File: config.mk
export PLATFORM = sky130hd
export DESIGN_NAME = vic_interrupt_controller
export DESIGN_NICKNAME = d
export VERILOG_FILES = /design/src/inc/vic_pkg.sv /design/src/inc/vic_arb_if.sv /design/src/logic/vic_priority_arbiter.sv /design/src/logic/vic_interrupt_controller.sv
export VERILOG_INCLUDE_DIRS = /design/src /design/src/inc
export SDC_FILE = /design/constraint.sdc
export NUM_CORES = 1
export LEC_CHECK = 0
export BUFFER_PORTS_ARGS = -buffer_cell sky130_fd_sc_hd__buf_2
export CORE_ASPECT_RATIO = 1.2
export CORE_MARGIN = 1.5
export CORE_UTILIZATION = 30
export CTS_BUF_LIST = sky130_fd_sc_hd__clkbuf_8 sky130_fd_sc_hd__clkbuf_16
export DETAILED_ROUTE_END_ITERATION = 10
export GPL_ROUTABILITY_DRIVEN = 1
export PLACE_DENSITY_LB_ADDON = 0.12
export SYNTH_ARGS = -nofsm -noshare
export SYNTH_HDL_FRONTEND = slang
export SYNTH_HIERARCHICAL = 1
export SYNTH_SLANG_ARGS = --single-unit
File: constraint.sdc
create_clock -name clock -period 2.8 [get_ports clock]
set_input_delay 0.42 -clock clock [delete_from_list [all_inputs] [get_ports clock]]
set_output_delay 0.42 -clock clock [all_outputs]
set_load 0.03 [all_outputs]
File: src/inc/vic_cfg.svh
// Constants for the vectored interrupt controller.
`ifndef VIC_CFG_SVH
`define VIC_CFG_SVH
`define VIC_LEVELS        6
`define VIC_MASTER_BIT    7
`define VIC_PROTECT_BIT   6
`define VIC_EDGE_LO_BIT   6
`define VIC_EDGE_HI_BIT   7
`define VIC_REQ_RESET     8'h00
`define VIC_ACK_CYCLES    5'h18
// Sequencer counter values at which each acknowledge state is left.
`define VIC_ACK_LAST      5'h16
`define VIC_STEP_PCL      5'h02
`define VIC_STEP_PCH      5'h04
`define VIC_STEP_FLG      5'h08
`define VIC_STEP_VHI      5'h0E
`define VIC_STEP_VLO      5'h12
`define VIC_PRI_GRP_C     1
`define VIC_PRI_GRP_B     2
`define VIC_PRI_GRP_A     5
`define VIC_PRI_ORD_0     0
`define VIC_PRI_ORD_1     3
`define VIC_PRI_ORD_2     4
`endif

File: src/inc/vic_pkg.sv
// Types shared by the interrupt controller modules.
`default_nettype none
package vic_pkg;
  typedef enum logic [2:0] {
    VIC_IDLE,
    VIC_PUSH_PCL,
    VIC_PUSH_PCH,
    VIC_PUSH_FLG,
    VIC_FETCH_VHI,
    VIC_FETCH_VLO,
    VIC_BRANCH
  } vic_ack_state_t;
  typedef logic [2:0] vic_level_t;
endpackage : vic_pkg
`default_nettype wire

File: src/inc/vic_arb_if.sv
// Carrier between the request latch and the priority arbiter.
`timescale 1ns/1ns
`default_nettype none
interface vic_arb_if;
  logic [5:0] eligible;
  logic [7:0] priority_cfg;
  logic       win_valid;
  logic [2:0] win_level;
  modport ctl (output eligible, output priority_cfg, input win_valid, input win_level);
  modport arb (input eligible, input priority_cfg, output win_valid, output win_level);
endinterface : vic_arb_if
`default_nettype wire

File: src/logic/vic_priority_arbiter.sv
// Priority arbiter: orders six levels by the priority order register.
`timescale 1ns/1ns
`default_nettype none
`include "vic_cfg.svh"
module vic_priority_arbiter
  import vic_pkg::*;
(
  vic_arb_if.arb bus
);
  // -----------------------------------------------------------------
  // Pair and group ordering
  // -----------------------------------------------------------------
  wire logic [2:0] grp_code = {bus.priority_cfg[`VIC_PRI_ORD_2],
                               bus.priority_cfg[`VIC_PRI_ORD_1],
                               bus.priority_cfg[`VIC_PRI_ORD_0]};
  // Pair A is 5/3, pair B is 2/0, pair C is 1/4; first is higher while the pair's bit is clear.
  wire logic [2:0] a_hi = bus.priority_cfg[`VIC_PRI_GRP_A] ? 3'h3 : 3'h5;
  wire logic [2:0] a_lo = bus.priority_cfg[`VIC_PRI_GRP_A] ? 3'h5 : 3'h3;
  wire logic [2:0] b_hi = bus.priority_cfg[`VIC_PRI_GRP_B] ? 3'h0 : 3'h2;
  wire logic [2:0] b_lo = bus.priority_cfg[`VIC_PRI_GRP_B] ? 3'h2 : 3'h0;
  wire logic [2:0] c_hi = bus.priority_cfg[`VIC_PRI_GRP_C] ? 3'h4 : 3'h1;
  wire logic [2:0] c_lo = bus.priority_cfg[`VIC_PRI_GRP_C] ? 3'h1 : 3'h4;

  logic [17:0] order;
  // Unused codes 000, 001 and 111 fall back to C, A, B so no request stalls.
  always_comb begin
    unique case (grp_code)
      3'h2:    order = {a_hi, a_lo, b_hi, b_lo, c_hi, c_lo};
      3'h3:    order = {a_hi, a_lo, c_hi, c_lo, b_hi, b_lo};
      3'h4:    order = {b_hi, b_lo, c_hi, c_lo, a_hi, a_lo};
      3'h5:    order = {c_hi, c_lo, b_hi, b_lo, a_hi, a_lo};
      3'h6:    order = {b_hi, b_lo, a_hi, a_lo, c_hi, c_lo};
      default: order = {c_hi, c_lo, a_hi, a_lo, b_hi, b_lo};
    endcase
  end

  logic       found;
  logic [2:0] pick;
  always_comb begin
    found = 1'b0;
    pick  = 3'h0;
    for (int i = 5; i >= 0; i--) begin
      if (!found && bus.eligible[order[i*3 +: 3]]) begin
        found = 1'b1;
        pick  = order[i*3 +: 3];
      end
    end
  end
  assign bus.win_valid = found;
  assign bus.win_level = pick;
endmodule : vic_priority_arbiter
`default_nettype wire

File: src/logic/vic_interrupt_controller.sv
// Vectored interrupt controller: request latch, masks and acknowledge.
//
// Overview of operation
// - Mask bits 0..5 enable the matching request level.
// - Mask bit 7 is master enable; cleared, no level is recognised.
// - Enable instruction sets master enable; disable instruction clears it.
// - Master enable clears on entry to service; return sets it again.
// - Memory-protect mask bit is reserved and written as zero.
// - A request on a level sets its request register bit.
// - Request register is zero and read-only until the first enable instruction.
// - Writing mask bit 7 directly does not unlock the request register.
// - Request bits 6 and 7 read zero when reserved.
// - Request bits 7 and 6 pick trigger edges of two port pins.
// - Request bits written by software act as software requests.
// - Vector taken only with master, individual enable and highest priority.
// - Acknowledge pushes PC low, PC high, flags, then fetches vector high, low.
// - Acknowledge takes 24 clocks from recognition to first service fetch.
// - External requests pass two synchroniser flip-flops first.
// - Priority pairs 5/3, 2/0, 1/4; bits 1,2,5 within, 0,3,4 between.
// - Latched requests are sampled the last cycle before an opcode fetch.
// - An interrupt cycle clears only the winning level's request bit.
`timescale 1ns/1ns
`default_nettype none
`include "vic_cfg.svh"
module vic_interrupt_controller
  import vic_pkg::*;
#(
  parameter bit EDGE_SELECT_EN = 1'b1,
  parameter bit PROTECT_EN     = 1'b0
)
(
  input  wire logic       clock,
  input  wire logic       reset_n,
  input  wire logic [5:0] int_source,
  input  wire logic       port3_pin1,
  input  wire logic       port3_pin2,
  input  wire logic       enable_interrupts_op,
  input  wire logic       disable_interrupts_op,
  input  wire logic       interrupt_return_op,
  input  wire logic       fetch_next,
  input  wire logic       mask_wr,
  input  wire logic       request_wr,
  input  wire logic       priority_wr,
  input  wire logic [7:0] wr_data,
  output logic [7:0]      mask_rd,
  output logic [7:0]      request_rd,
  output logic            ack_busy,
  output logic            push_pcl,
  output logic            push_pch,
  output logic            push_flags,
  output logic            fetch_vec_hi,
  output logic            fetch_vec_lo,
  output logic            branch_vec,
  output logic [7:0]      vector_addr,
  output logic            request_unlocked
);
  // -----------------------------------------------------------------
  // Registers
  // -----------------------------------------------------------------
  logic [7:0]     interrupt_mask_reg, interrupt_mask_next;
  logic [7:0]     interrupt_request_reg, interrupt_request_next;
  logic [7:0]     priority_order_register;
  logic           unlock_reg;
  logic [1:0]     p31_sync_reg, p32_sync_reg;
  logic           p31_prev_reg, p32_prev_reg;
  logic [5:0]     latch_reg, latch_next;
  logic [5:0]     src_prev_reg;
  logic [4:0]     ack_cnt_reg;
  vic_ack_state_t ack_state_reg, ack_state_next;
  vic_level_t     ack_level_reg;
  logic [7:0]     vector_addr_reg;
  logic [6:0]     step_reg;

  vic_arb_if arb_bus ();
  vic_priority_arbiter u_arb (.bus(arb_bus));

  function automatic logic [7:0] vec_addr(input logic [2:0] lvl);
    vec_addr = {4'h0, lvl, 1'b0};
  endfunction : vec_addr

  function automatic logic enters(input vic_ack_state_t nxt, input vic_ack_state_t cur,
                                  input vic_ack_state_t tgt);
    enters = (nxt == tgt) && (cur != tgt);
  endfunction : enters

  // -----------------------------------------------------------------
  // Edge detection on the two port pins
  // -----------------------------------------------------------------
  wire logic edge_hi = EDGE_SELECT_EN & interrupt_request_reg[`VIC_EDGE_HI_BIT];
  wire logic edge_lo = EDGE_SELECT_EN & interrupt_request_reg[`VIC_EDGE_LO_BIT];
  wire logic p31_rise = p31_sync_reg[1] & ~p31_prev_reg;
  wire logic p31_fall = ~p31_sync_reg[1] & p31_prev_reg;
  wire logic p32_rise = p32_sync_reg[1] & ~p32_prev_reg;
  wire logic p32_fall = ~p32_sync_reg[1] & p32_prev_reg;
  // 00 both fall, 01 pin1 fall pin2 rise, 10 pin1 rise pin2 fall, 11 both.
  wire logic p31_hit = (edge_hi ? p31_rise : p31_fall) | (edge_hi & edge_lo & p31_fall);
  wire logic p32_hit = (edge_lo ? p32_rise : p32_fall) | (edge_hi & edge_lo & p32_fall);
  // Pin 2 feeds level 0, pin 1 feeds level 2; internal sources are ORed in.
  wire logic [5:0] src_edge = int_source & ~src_prev_reg;
  wire logic [5:0] req_in   = src_edge | {3'h0, p31_hit, 1'b0, p32_hit};

  // -----------------------------------------------------------------
  // Request latch and sampling
  // -----------------------------------------------------------------
  wire logic sample    = fetch_next & (ack_state_reg == VIC_IDLE);
  wire logic master_en = interrupt_mask_reg[`VIC_MASTER_BIT];
  wire logic [5:0] eligible = interrupt_request_reg[5:0] & interrupt_mask_reg[5:0]
                              & {6{master_en}};
  assign arb_bus.eligible     = eligible;
  assign arb_bus.priority_cfg = priority_order_register;
  wire logic take = sample & arb_bus.win_valid;
  wire logic [5:0] win_onehot = 6'h01 << arb_bus.win_level;

  // Requests keep collecting between sample points; one that arrives in the
  // sample cycle itself waits in the latch for the next sample point.
  always_comb begin
    latch_next = (latch_reg | req_in) & {6{unlock_reg}};
    if (sample) begin
      latch_next = req_in & {6{unlock_reg}};
    end
  end

  always_comb begin
    interrupt_request_next = interrupt_request_reg;
    if (sample) begin
      interrupt_request_next[5:0] = interrupt_request_reg[5:0] | latch_reg;
    end
    if (take) begin
      interrupt_request_next[5:0] = interrupt_request_next[5:0] & ~win_onehot;
    end
    // Writes only land once unlocked; a software write creates requests.
    if (request_wr && unlock_reg) begin
      interrupt_request_next = wr_data;
      if (sample) begin
        interrupt_request_next[5:0] = wr_data[5:0] | latch_reg;
      end
    end
    if (!EDGE_SELECT_EN) begin
      interrupt_request_next[7:6] = 2'h0;
    end
    if (!unlock_reg) begin
      interrupt_request_next = `VIC_REQ_RESET;
    end
  end

  always_comb begin
    interrupt_mask_next = interrupt_mask_reg;
    if (mask_wr) begin
      interrupt_mask_next = wr_data;
    end
    if (!PROTECT_EN) begin
      interrupt_mask_next[`VIC_PROTECT_BIT] = 1'b0;
    end
    if (disable_interrupts_op) begin
      interrupt_mask_next[`VIC_MASTER_BIT] = 1'b0;
    end
    if (enable_interrupts_op || interrupt_return_op) begin
      interrupt_mask_next[`VIC_MASTER_BIT] = 1'b1;
    end
    if (take) begin
      interrupt_mask_next[`VIC_MASTER_BIT] = 1'b0;
    end
  end

  // -----------------------------------------------------------------
  // Acknowledge sequencer
  // -----------------------------------------------------------------
  // At the n-th edge after the take the counter reads n. A state is left when
  // the counter reaches its constant, and each step pulses in the first cycle
  // of its state, so the pulses and the states cannot drift apart.
  wire logic [4:0] cnt = ack_cnt_reg;
  always_comb begin
    ack_state_next = ack_state_reg;
    unique case (ack_state_reg)
      VIC_IDLE:      if (take) ack_state_next = VIC_PUSH_PCL;
      VIC_PUSH_PCL:  if (cnt == `VIC_STEP_PCH) ack_state_next = VIC_PUSH_PCH;
      VIC_PUSH_PCH:  if (cnt == `VIC_STEP_FLG) ack_state_next = VIC_PUSH_FLG;
      VIC_PUSH_FLG:  if (cnt == `VIC_STEP_VHI) ack_state_next = VIC_FETCH_VHI;
      VIC_FETCH_VHI: if (cnt == `VIC_STEP_VLO) ack_state_next = VIC_FETCH_VLO;
      VIC_FETCH_VLO: if (cnt == `VIC_ACK_LAST) ack_state_next = VIC_BRANCH;
      VIC_BRANCH:    ack_state_next = VIC_IDLE;
    endcase
  end

  always_ff @(posedge clock) begin
    if (!reset_n) begin
      ack_cnt_reg <= 5'h00;
    end else if (take) begin
      ack_cnt_reg <= 5'h01;
    end else if (ack_state_reg != VIC_IDLE && ack_state_reg != VIC_BRANCH) begin
      ack_cnt_reg <= ack_cnt_reg + 5'h01;
    end else begin
      ack_cnt_reg <= 5'h00;
    end
  end

  always_ff @(posedge clock) begin
    if (!reset_n) begin
      step_reg <= 7'h00;
    end else begin
      step_reg <= {enters(ack_state_next, ack_state_reg, VIC_BRANCH),
                   enters(ack_state_next, ack_state_reg, VIC_FETCH_VLO),
                   enters(ack_state_next, ack_state_reg, VIC_FETCH_VHI),
                   enters(ack_state_next, ack_state_reg, VIC_PUSH_FLG),
                   enters(ack_state_next, ack_state_reg, VIC_PUSH_PCH),
                   take, 1'b0};
    end
  end
  assign push_pcl     = step_reg[1];
  assign push_pch     = step_reg[2];
  assign push_flags   = step_reg[3];
  assign fetch_vec_hi = step_reg[4];
  assign fetch_vec_lo = step_reg[5];
  assign branch_vec   = step_reg[6];

  // -----------------------------------------------------------------
  // State update
  // -----------------------------------------------------------------
  always_ff @(posedge clock) begin
    if (!reset_n) begin
      // Mask bits 0..6 are undefined after reset; zero is chosen here.
      interrupt_mask_reg      <= 8'h00;
      interrupt_request_reg   <= `VIC_REQ_RESET;
      priority_order_register <= 8'h00;
      unlock_reg              <= 1'b0;
      // Pin history resets high; an edge seen before the first enable meets
      // the locked latch and is lost.
      p31_sync_reg            <= 2'h3;
      p32_sync_reg            <= 2'h3;
      p31_prev_reg            <= 1'b1;
      p32_prev_reg            <= 1'b1;
      latch_reg               <= 6'h00;
      src_prev_reg            <= 6'h00;
      ack_state_reg           <= VIC_IDLE;
      ack_level_reg           <= 3'h0;
      vector_addr_reg         <= 8'h00;
    end else begin
      interrupt_mask_reg    <= interrupt_mask_next;
      interrupt_request_reg <= interrupt_request_next;
      if (priority_wr) begin
        priority_order_register <= wr_data;
      end
      if (enable_interrupts_op) begin
        unlock_reg <= 1'b1;
      end
      p31_sync_reg  <= {p31_sync_reg[0], port3_pin1};
      p32_sync_reg  <= {p32_sync_reg[0], port3_pin2};
      p31_prev_reg  <= p31_sync_reg[1];
      p32_prev_reg  <= p32_sync_reg[1];
      latch_reg     <= latch_next;
      src_prev_reg  <= int_source;
      ack_state_reg <= ack_state_next;
      if (take) begin
        ack_level_reg   <= arb_bus.win_level;
        vector_addr_reg <= vec_addr(arb_bus.win_level);
      end
    end
  end

  assign mask_rd          = interrupt_mask_reg;
  assign request_rd       = interrupt_request_reg;
  assign ack_busy         = ack_state_reg != VIC_IDLE;
  assign vector_addr      = vector_addr_reg;
  assign request_unlocked = unlock_reg;
endmodule : vic_interrupt_controller
`default_nettype wire

==> results of run 1 <==
-- per-stage QoR --
step / area (um2) / utilization / instances / setup slack, ps / TNS [ps]
global route: 5690 / 0.451 / 763 / -132 / -1090
finish: 5690 / 0.451 / 763 / -25.8 / -99.9
floorplan: 3890 / - / 462 / 6.76 / 0
CTS: 5300 / 0.420 / 753 / -1.52 / -1.52
global placement: 4800 / 0.380 / 730 / -228 / -958
detailed placement: 4800 / 0.380 / 730 / -204 / -1060
-- worst max-delay path, delay by kind of cell (launching register included) --
kind,cells,cell delay (ps)
simple gates,5,1150
buf+inv,4,640
compound gates,4,470
flops,1,380
-- worst max-delay path by stage --
stage / slack [ps] / from / endpoint / cells after the start
final: -30 / arb_bus.priority_cfg[0] / request_rd[2] / 13
after global routing: -130 / mask_rd[7] / request_rd[0] / 11
after CTS: -2 / mask_rd[7] / request_rd[4] / 12
after detailed placement: -200 / mask_rd[7] / request_rd[5] / 9
after global placement: -230 / arb_bus.priority_cfg[1] / request_rd[0] / 11
after floorplan: 7 / mask_rd[3] / request_rd[0] / 11
-- cells in the final DEF (no fill, tap or decap), types with 7 or more instances in the layout --
cell type / n
nand3_1: 11
nand2_1: 30
a31oi_1: 7
and3_1: 8
clkbuf_16: 9
nand2b_1: 18
buf_4: 98
inv_1: 21
and2_1: 8
mux2i_1: 24
a21oi_1: 18
buf_6: 10
dfxtp_1: 49
nor2_1: 38
buf_2: 50
-- layout make-up --
type	instances	area (um2)
clock buffer	9	225
clock inverter	7	71.3
fill	1286	6920
inverter	20	75.1
multi-input combinational	344	2770
sequential	57	1160
tap	164	205
timing repair buffer	162	1190
-- power groups by stage --
stage	registers [mW]	logic, mW	clock network [mW]
after floorplan	0.923	0.379	0
after global placement	0.904	0.639	0
after detailed placement	0.905	0.644	0
after CTS	0.890	0.712	1.09
after global routing	0.897	0.915	1.13
final	0.891	0.850	1.07
-- layer usage --
metal | GRT usage | vias to the layer above | share of wire
met1 | 0.223 | 1876 | 0.43
met5 | 0 | - | 0
met3 | 0.0245 | 19 | 0.033
met4 | 0.0847 | 0 | 0.022
met2 | 0.327 | 80 | 0.52
li1 | - | 1937 | -
-- repair_timing --
action                     in CTS  in global routing
setup endpoints to repair       8                 14
pin swaps                       8                 22
setup buffers                   6                 11
gates resized for setup        36                 63
gates cloned                    1                  0
==> results.json, run 1 <==
{
  "dr.pass1.iters": 4,
  "drive_gt1_frac": 0.446,
  "cts_inserted_buffers": 9,
  "fp.dieArea_um2": 13600,
  "worst_hold_path.endpoint": "p31_sync_reg[0]",
  "worst-path-max-fanout": 6,
  "synth.avg_cell_area_um2": 8.44,
  "combPwrFrac": 0.302,
  "overall_routed_net_length_um": 12400,
  "power.ir.vdd_worst_v": 0.000350,
  "clock.fmax_mhz": 354,
  "timing.final.ws_setup_ps": -25.8,
  "antenna-diode-count": 0,
  "rsz0062_at_grt": "true",
  "crit_path_start_kind": "flop",
  "leakage_nw": 2.46,
  "rr_startpoint": "arb_bus.priority_cfg[0]",
  "worst_hold_startpoint": "port3_pin1",
  "clkTransAtPathRegs_ps": 60,
  "hold_violations": 0,
  "status": "complete, but fails checks",
  "grt_max_degree": 21,
  "period_minus_slack_ps": 2830,
  "internal-power_mw": 1.94,
  "post-layout-total-power_mw": 2.81,
  "critPathCaptureType": "flop",
  "fin_nets": 622,
  "postSynthCellCount": 457,
  "worstHoldPathCells": 2,
  "p_switching_mw": 0.876,
  "port_buffers": 50,
  "failing_checks": "setup timing",
  "post-dp-hpwl_um": 8980,
  "setup_viol": 6,
  "global_route.overflow_total": 0,
  "clock_latency_ps": 330,
  "cts-htree-levels": 3,
  "crit_path_cell_trace": "buf_12, buf_4, nor3b_4, o32ai_4, nor4_4, buf_4, a2111o_1, nand4_1, nand4b_1, o311ai_4, buf_4, nor3_4, a221oi_1",
  "drt_iter0_drc": 193,
  "finalHoldWorstSlack_ps": 272,
  "post_synth_instance_area_um2": 3860,
  "reg2reg_to": "request_rd[2]",
  "required_time_of_the_worst_setup_path_ps": 2970,
  "timing.reg2reg.worst_path_depth": 13,
  "clockRootBuffer": "clkbuf_16",
  "clk_path_buf_depth": 2,
  "routed_via_density": 5.13,
  "route.vias.total": 3912,
  "core_area_um2": 12600,
  "chipHeight_um": 127,
  "layout-area-overhead-vs-synth_pct": 47.5,
  "grt_pass1_vias": 3828,
  "max_slew.worst_pin.slew_ps": 718,
  "cp_slowest_cell": "nor4_4",
  "arrival_ps": 3000,
  "cts-hold-fix-buffers": 0,
  "row_count": 45,
  "timing_max_transition_violations_final": 0,
  "yosysWarningCount": 6,
  "clkPwrFrac": 0.382,
  "finalCritPeriodShare": 1.01,
  "reg2reg_slack_ps": -30,
  "globalplace.congestion": 0.878,
  "grt_util_all_layers": 0.185,
  "top_level_ports": 57,
  "die_outline_width_um": 107,
  "largest_register_ff_count": 8,
  "timing.critical_path.slowest_cell_delay_ps": 460,
  "grt_first_pass_wirelength_um": 19700,
  "initial_cell_density_of_the_core": 0.306,
  "grt_antenna_before_repair": 0,
  "worst_setup_path_type": "flop to flop",
  "clock-skew-final_ps": 6.95,
  "worst_slew_margin_rel": 0.521,
  "hp_class": "input port to flop",
  "cap_violations": 0,
  "cts.sinks": 57,
  "power-per-cell-area_nw_per_um2": 494,
  "cell_seen_most_often_among_critical_path_stages": "buf_4",
  "p_seq_frac": 0.317,
  "routedWlPerCell_um": 16.2,
  "switching_part_of_the_total_power": 0.311,
  "drc": 0,
  "drt.antenna.violating_nets": 0,
  "cts_tree": "yes"
}
Power figures use the tool's default switching activity.
==> run 2, diff against run 1 <==
--- a/config.mk
+++ b/config.mk
@@ -13,8 +13,8 @@
 export CTS_BUF_LIST = sky130_fd_sc_hd__clkbuf_8 sky130_fd_sc_hd__clkbuf_16
 export DETAILED_ROUTE_END_ITERATION = 10
 export GPL_ROUTABILITY_DRIVEN = 1
-export PLACE_DENSITY_LB_ADDON = 0.12
 export SYNTH_ARGS = -nofsm -noshare
 export SYNTH_HDL_FRONTEND = slang
 export SYNTH_HIERARCHICAL = 1
 export SYNTH_SLANG_ARGS = --single-unit
+export TNS_END_PERCENT = 20
==> constraint.sdc (replaced) <==
create_clock -name clock -period 2.8 [get_ports clock]
set_input_delay 0.56 -clock clock [delete_from_list [all_inputs] [get_ports clock]]
set_output_delay 0.56 -clock clock [all_outputs]
set_load 0.03 [all_outputs]
==> run 2 against run 1 <==
  * Final cell count down 3.3%
  * Via count up 1.8%
  * Register-to-register slack worse by 60 ps
  * Wire length up 0.57%
  * Die area unchanged
  * Sequential power about the same
  * First-iteration DRC count up 29%
  * The run still ends with setup timing left
  * Highest routed layer unchanged
==> results.json, run 2 (same netlist as run 1, synthesis figures left out) <==
{
  "dr.pass1.iters": 5,
  "worst_setup_path_type": "flop to flop",
  "crit_path_cell_trace": "and3_1, buf_4, nand2b_1, mux2_2, buf_4, a31oi_1, a21boi_0, nand4b_1, nand4b_1, o311ai_4, buf_6, buf_4, a311oi_2",
  "drive_gt1_frac": 0.399,
  "cts-hold-fix-buffers": 0,
  "arrival_ps": 3100,
  "cell_seen_most_often_among_critical_path_stages": "buf_4",
  "clockRootBuffer": "clkbuf_16",
  "post-dp-hpwl_um": 8990,
  "clk_path_buf_depth": 2,
  "finalSetupTns_ps": -85.2,
  "die_outline_width_um": 107,
  "routed_via_density": 5.40,
  "fp.dieArea_um2": 13600,
  "worst_slew_margin_rel": 0.593,
  "routedWlPerCell_um": 16.9,
  "placed_cell_area_um2": 4690,
  "chipHeight_um": 127,
  "finalCritPeriodShare": 1.03,
  "cts_inserted_buffers": 9,
  "antenna-diode-count": 0,
  "instances_no_fill": 738,
  "worst-path-max-fanout": 8,
  "crit_path_start_kind": "flop",
  "cp_slowest_cell": "dfxtp_4",
  "drt_iter0_drc": 249,
  "grt_antenna_before_repair": 0,
  "largest_register_ff_count": 8,
  "power.ir.vdd_worst_v": 0.000493,
  "clock_latency_ps": 320,
  "final_common_cell": "buf_4",
  "overall_routed_net_length_um": 12500,
  "core_area_um2": 12600,
  "worstHoldPathCells": 1,
  "cap_violations": 0,
  "final_area_um2": 5420,
  "hold_violations": 0,
  "critPathCaptureType": "flop",
  "top_level_ports": 57,
  "place.detailed.instances": 712,
  "cts_tree": "yes",
  "power-per-cell-area_nw_per_um2": 550,
  "placement.setup.worst_slack_ps": -97.1,
  "timing.critical_path.slowest_cell_delay_ps": 360,
  "cts.sinks": 57,
  "global_route.overflow_total": 0,
  "fin_util": 0.430,
  "grt_first_pass_wirelength_um": 19000,
  "failing_checks": "setup timing",
  "post-layout-total-power_mw": 2.98,
  "period_minus_slack_ps": 2890,
  "clock.fmax_mhz": 347,
  "hp_class": "flop to flop",
  "clkTransAtPathRegs_ps": 50,
  "status": "complete, but fails checks",
  "row_count": 45,
  "drt.antenna.violating_nets": 0,
  "grt_util_all_layers": 0.176,
  "timing.final.ws_setup_ps": -85.2,
  "timing_max_transition_violations_final": 0,
  "timing.reg2reg.worst_path_depth": 13,
  "fin_nets": 598,
  "globalplace.congestion": 0.943,
  "grt_pass1_vias": 3915,
  "clock-skew-final_ps": 5.97,
  "route.vias.total": 3983,
  "commonest_non_fill_non_tap_cells_in_the_layout": "buf_4, dfxtp_1, buf_2",
  "grt_max_degree": 31,
  "max_slew.worst_pin.slew_ps": 610,
  "port_buffers": 50,
  "initial_cell_density_of_the_core": 0.306,
  "layout-area-overhead-vs-synth_pct": 40.5,
  "rsz0062_at_grt": "true",
  "cts-htree-levels": 3,
  "finalHoldWorstSlack_ps": 410,
  "leakage_nw": 2.33,
  "required_time_of_the_worst_setup_path_ps": 3020,
  "setup_viol": 1,
  "drc": 0
}
==> run 2: changes by cell type in the layout (fill, tap and decap cells not counted), sizes merged <==
cell      delta
bufinv       +3
inv          -2
clkinvlp     -1
clkinv       -2
clkbuf       +2
buf         -24
bufbuf       -1
==> run 2: area by class of cell <==
cell class / count / area [um2]
Timing Repair Buffer: 138 / 998
Clock buffer: 10 / 239
Clock inverter: 5 / 128
Fill cell: 1285 / 7190
Inverter: 20 / 75.1
Multi-Input combinational cell: 344 / 2620
Sequential cell: 57 / 1160
Tap cell: 164 / 205
==> run 2: path summary, 6_finish.rpt <==
path	start	to	slack (ps)
max	mask_rd[7]	request_rd[3]	-90
max reg2reg	mask_rd[7]	request_rd[3]	-90
min reg2reg	p32_sync_reg[0]	p32_sync_reg[1]	410
min	p32_sync_reg[0]	p32_sync_reg[1]	410
==> run 2: power breakdown <==
part,internal (mW),switching (mW)
logic,0.335,0.422
registers,0.852,0.0398
clock network,0.976,0.359
total,2.16,0.821
==> run 2: per-layer routing <==
layer	routed length, um	up-vias	track usage
li1	-	1886	-
met1	4870	1883	0.202
met2	6480	163	0.309
met3	586	51	0.0255
met4	536	0	0.102
met5	0	-	0
==> run 2: what timing repair did <==
item                       in CTS  in global routing
setup buffers                   0                 11
gates cloned                    0                  1
setup endpoints to repair       7                 14
gates resized for setup        13                 46
pin swaps                       2                 14
==> run 2: worst max-delay path: cells and delay by family (launching register included) <==
| family | cells | cell delay [ps] |
|---|---|---|
| simple gates | 4 | 640 |
| mux | 1 | 280 |
| flops | 1 | 360 |
| buf+inv | 4 | 610 |
| compound gates | 4 | 890 |
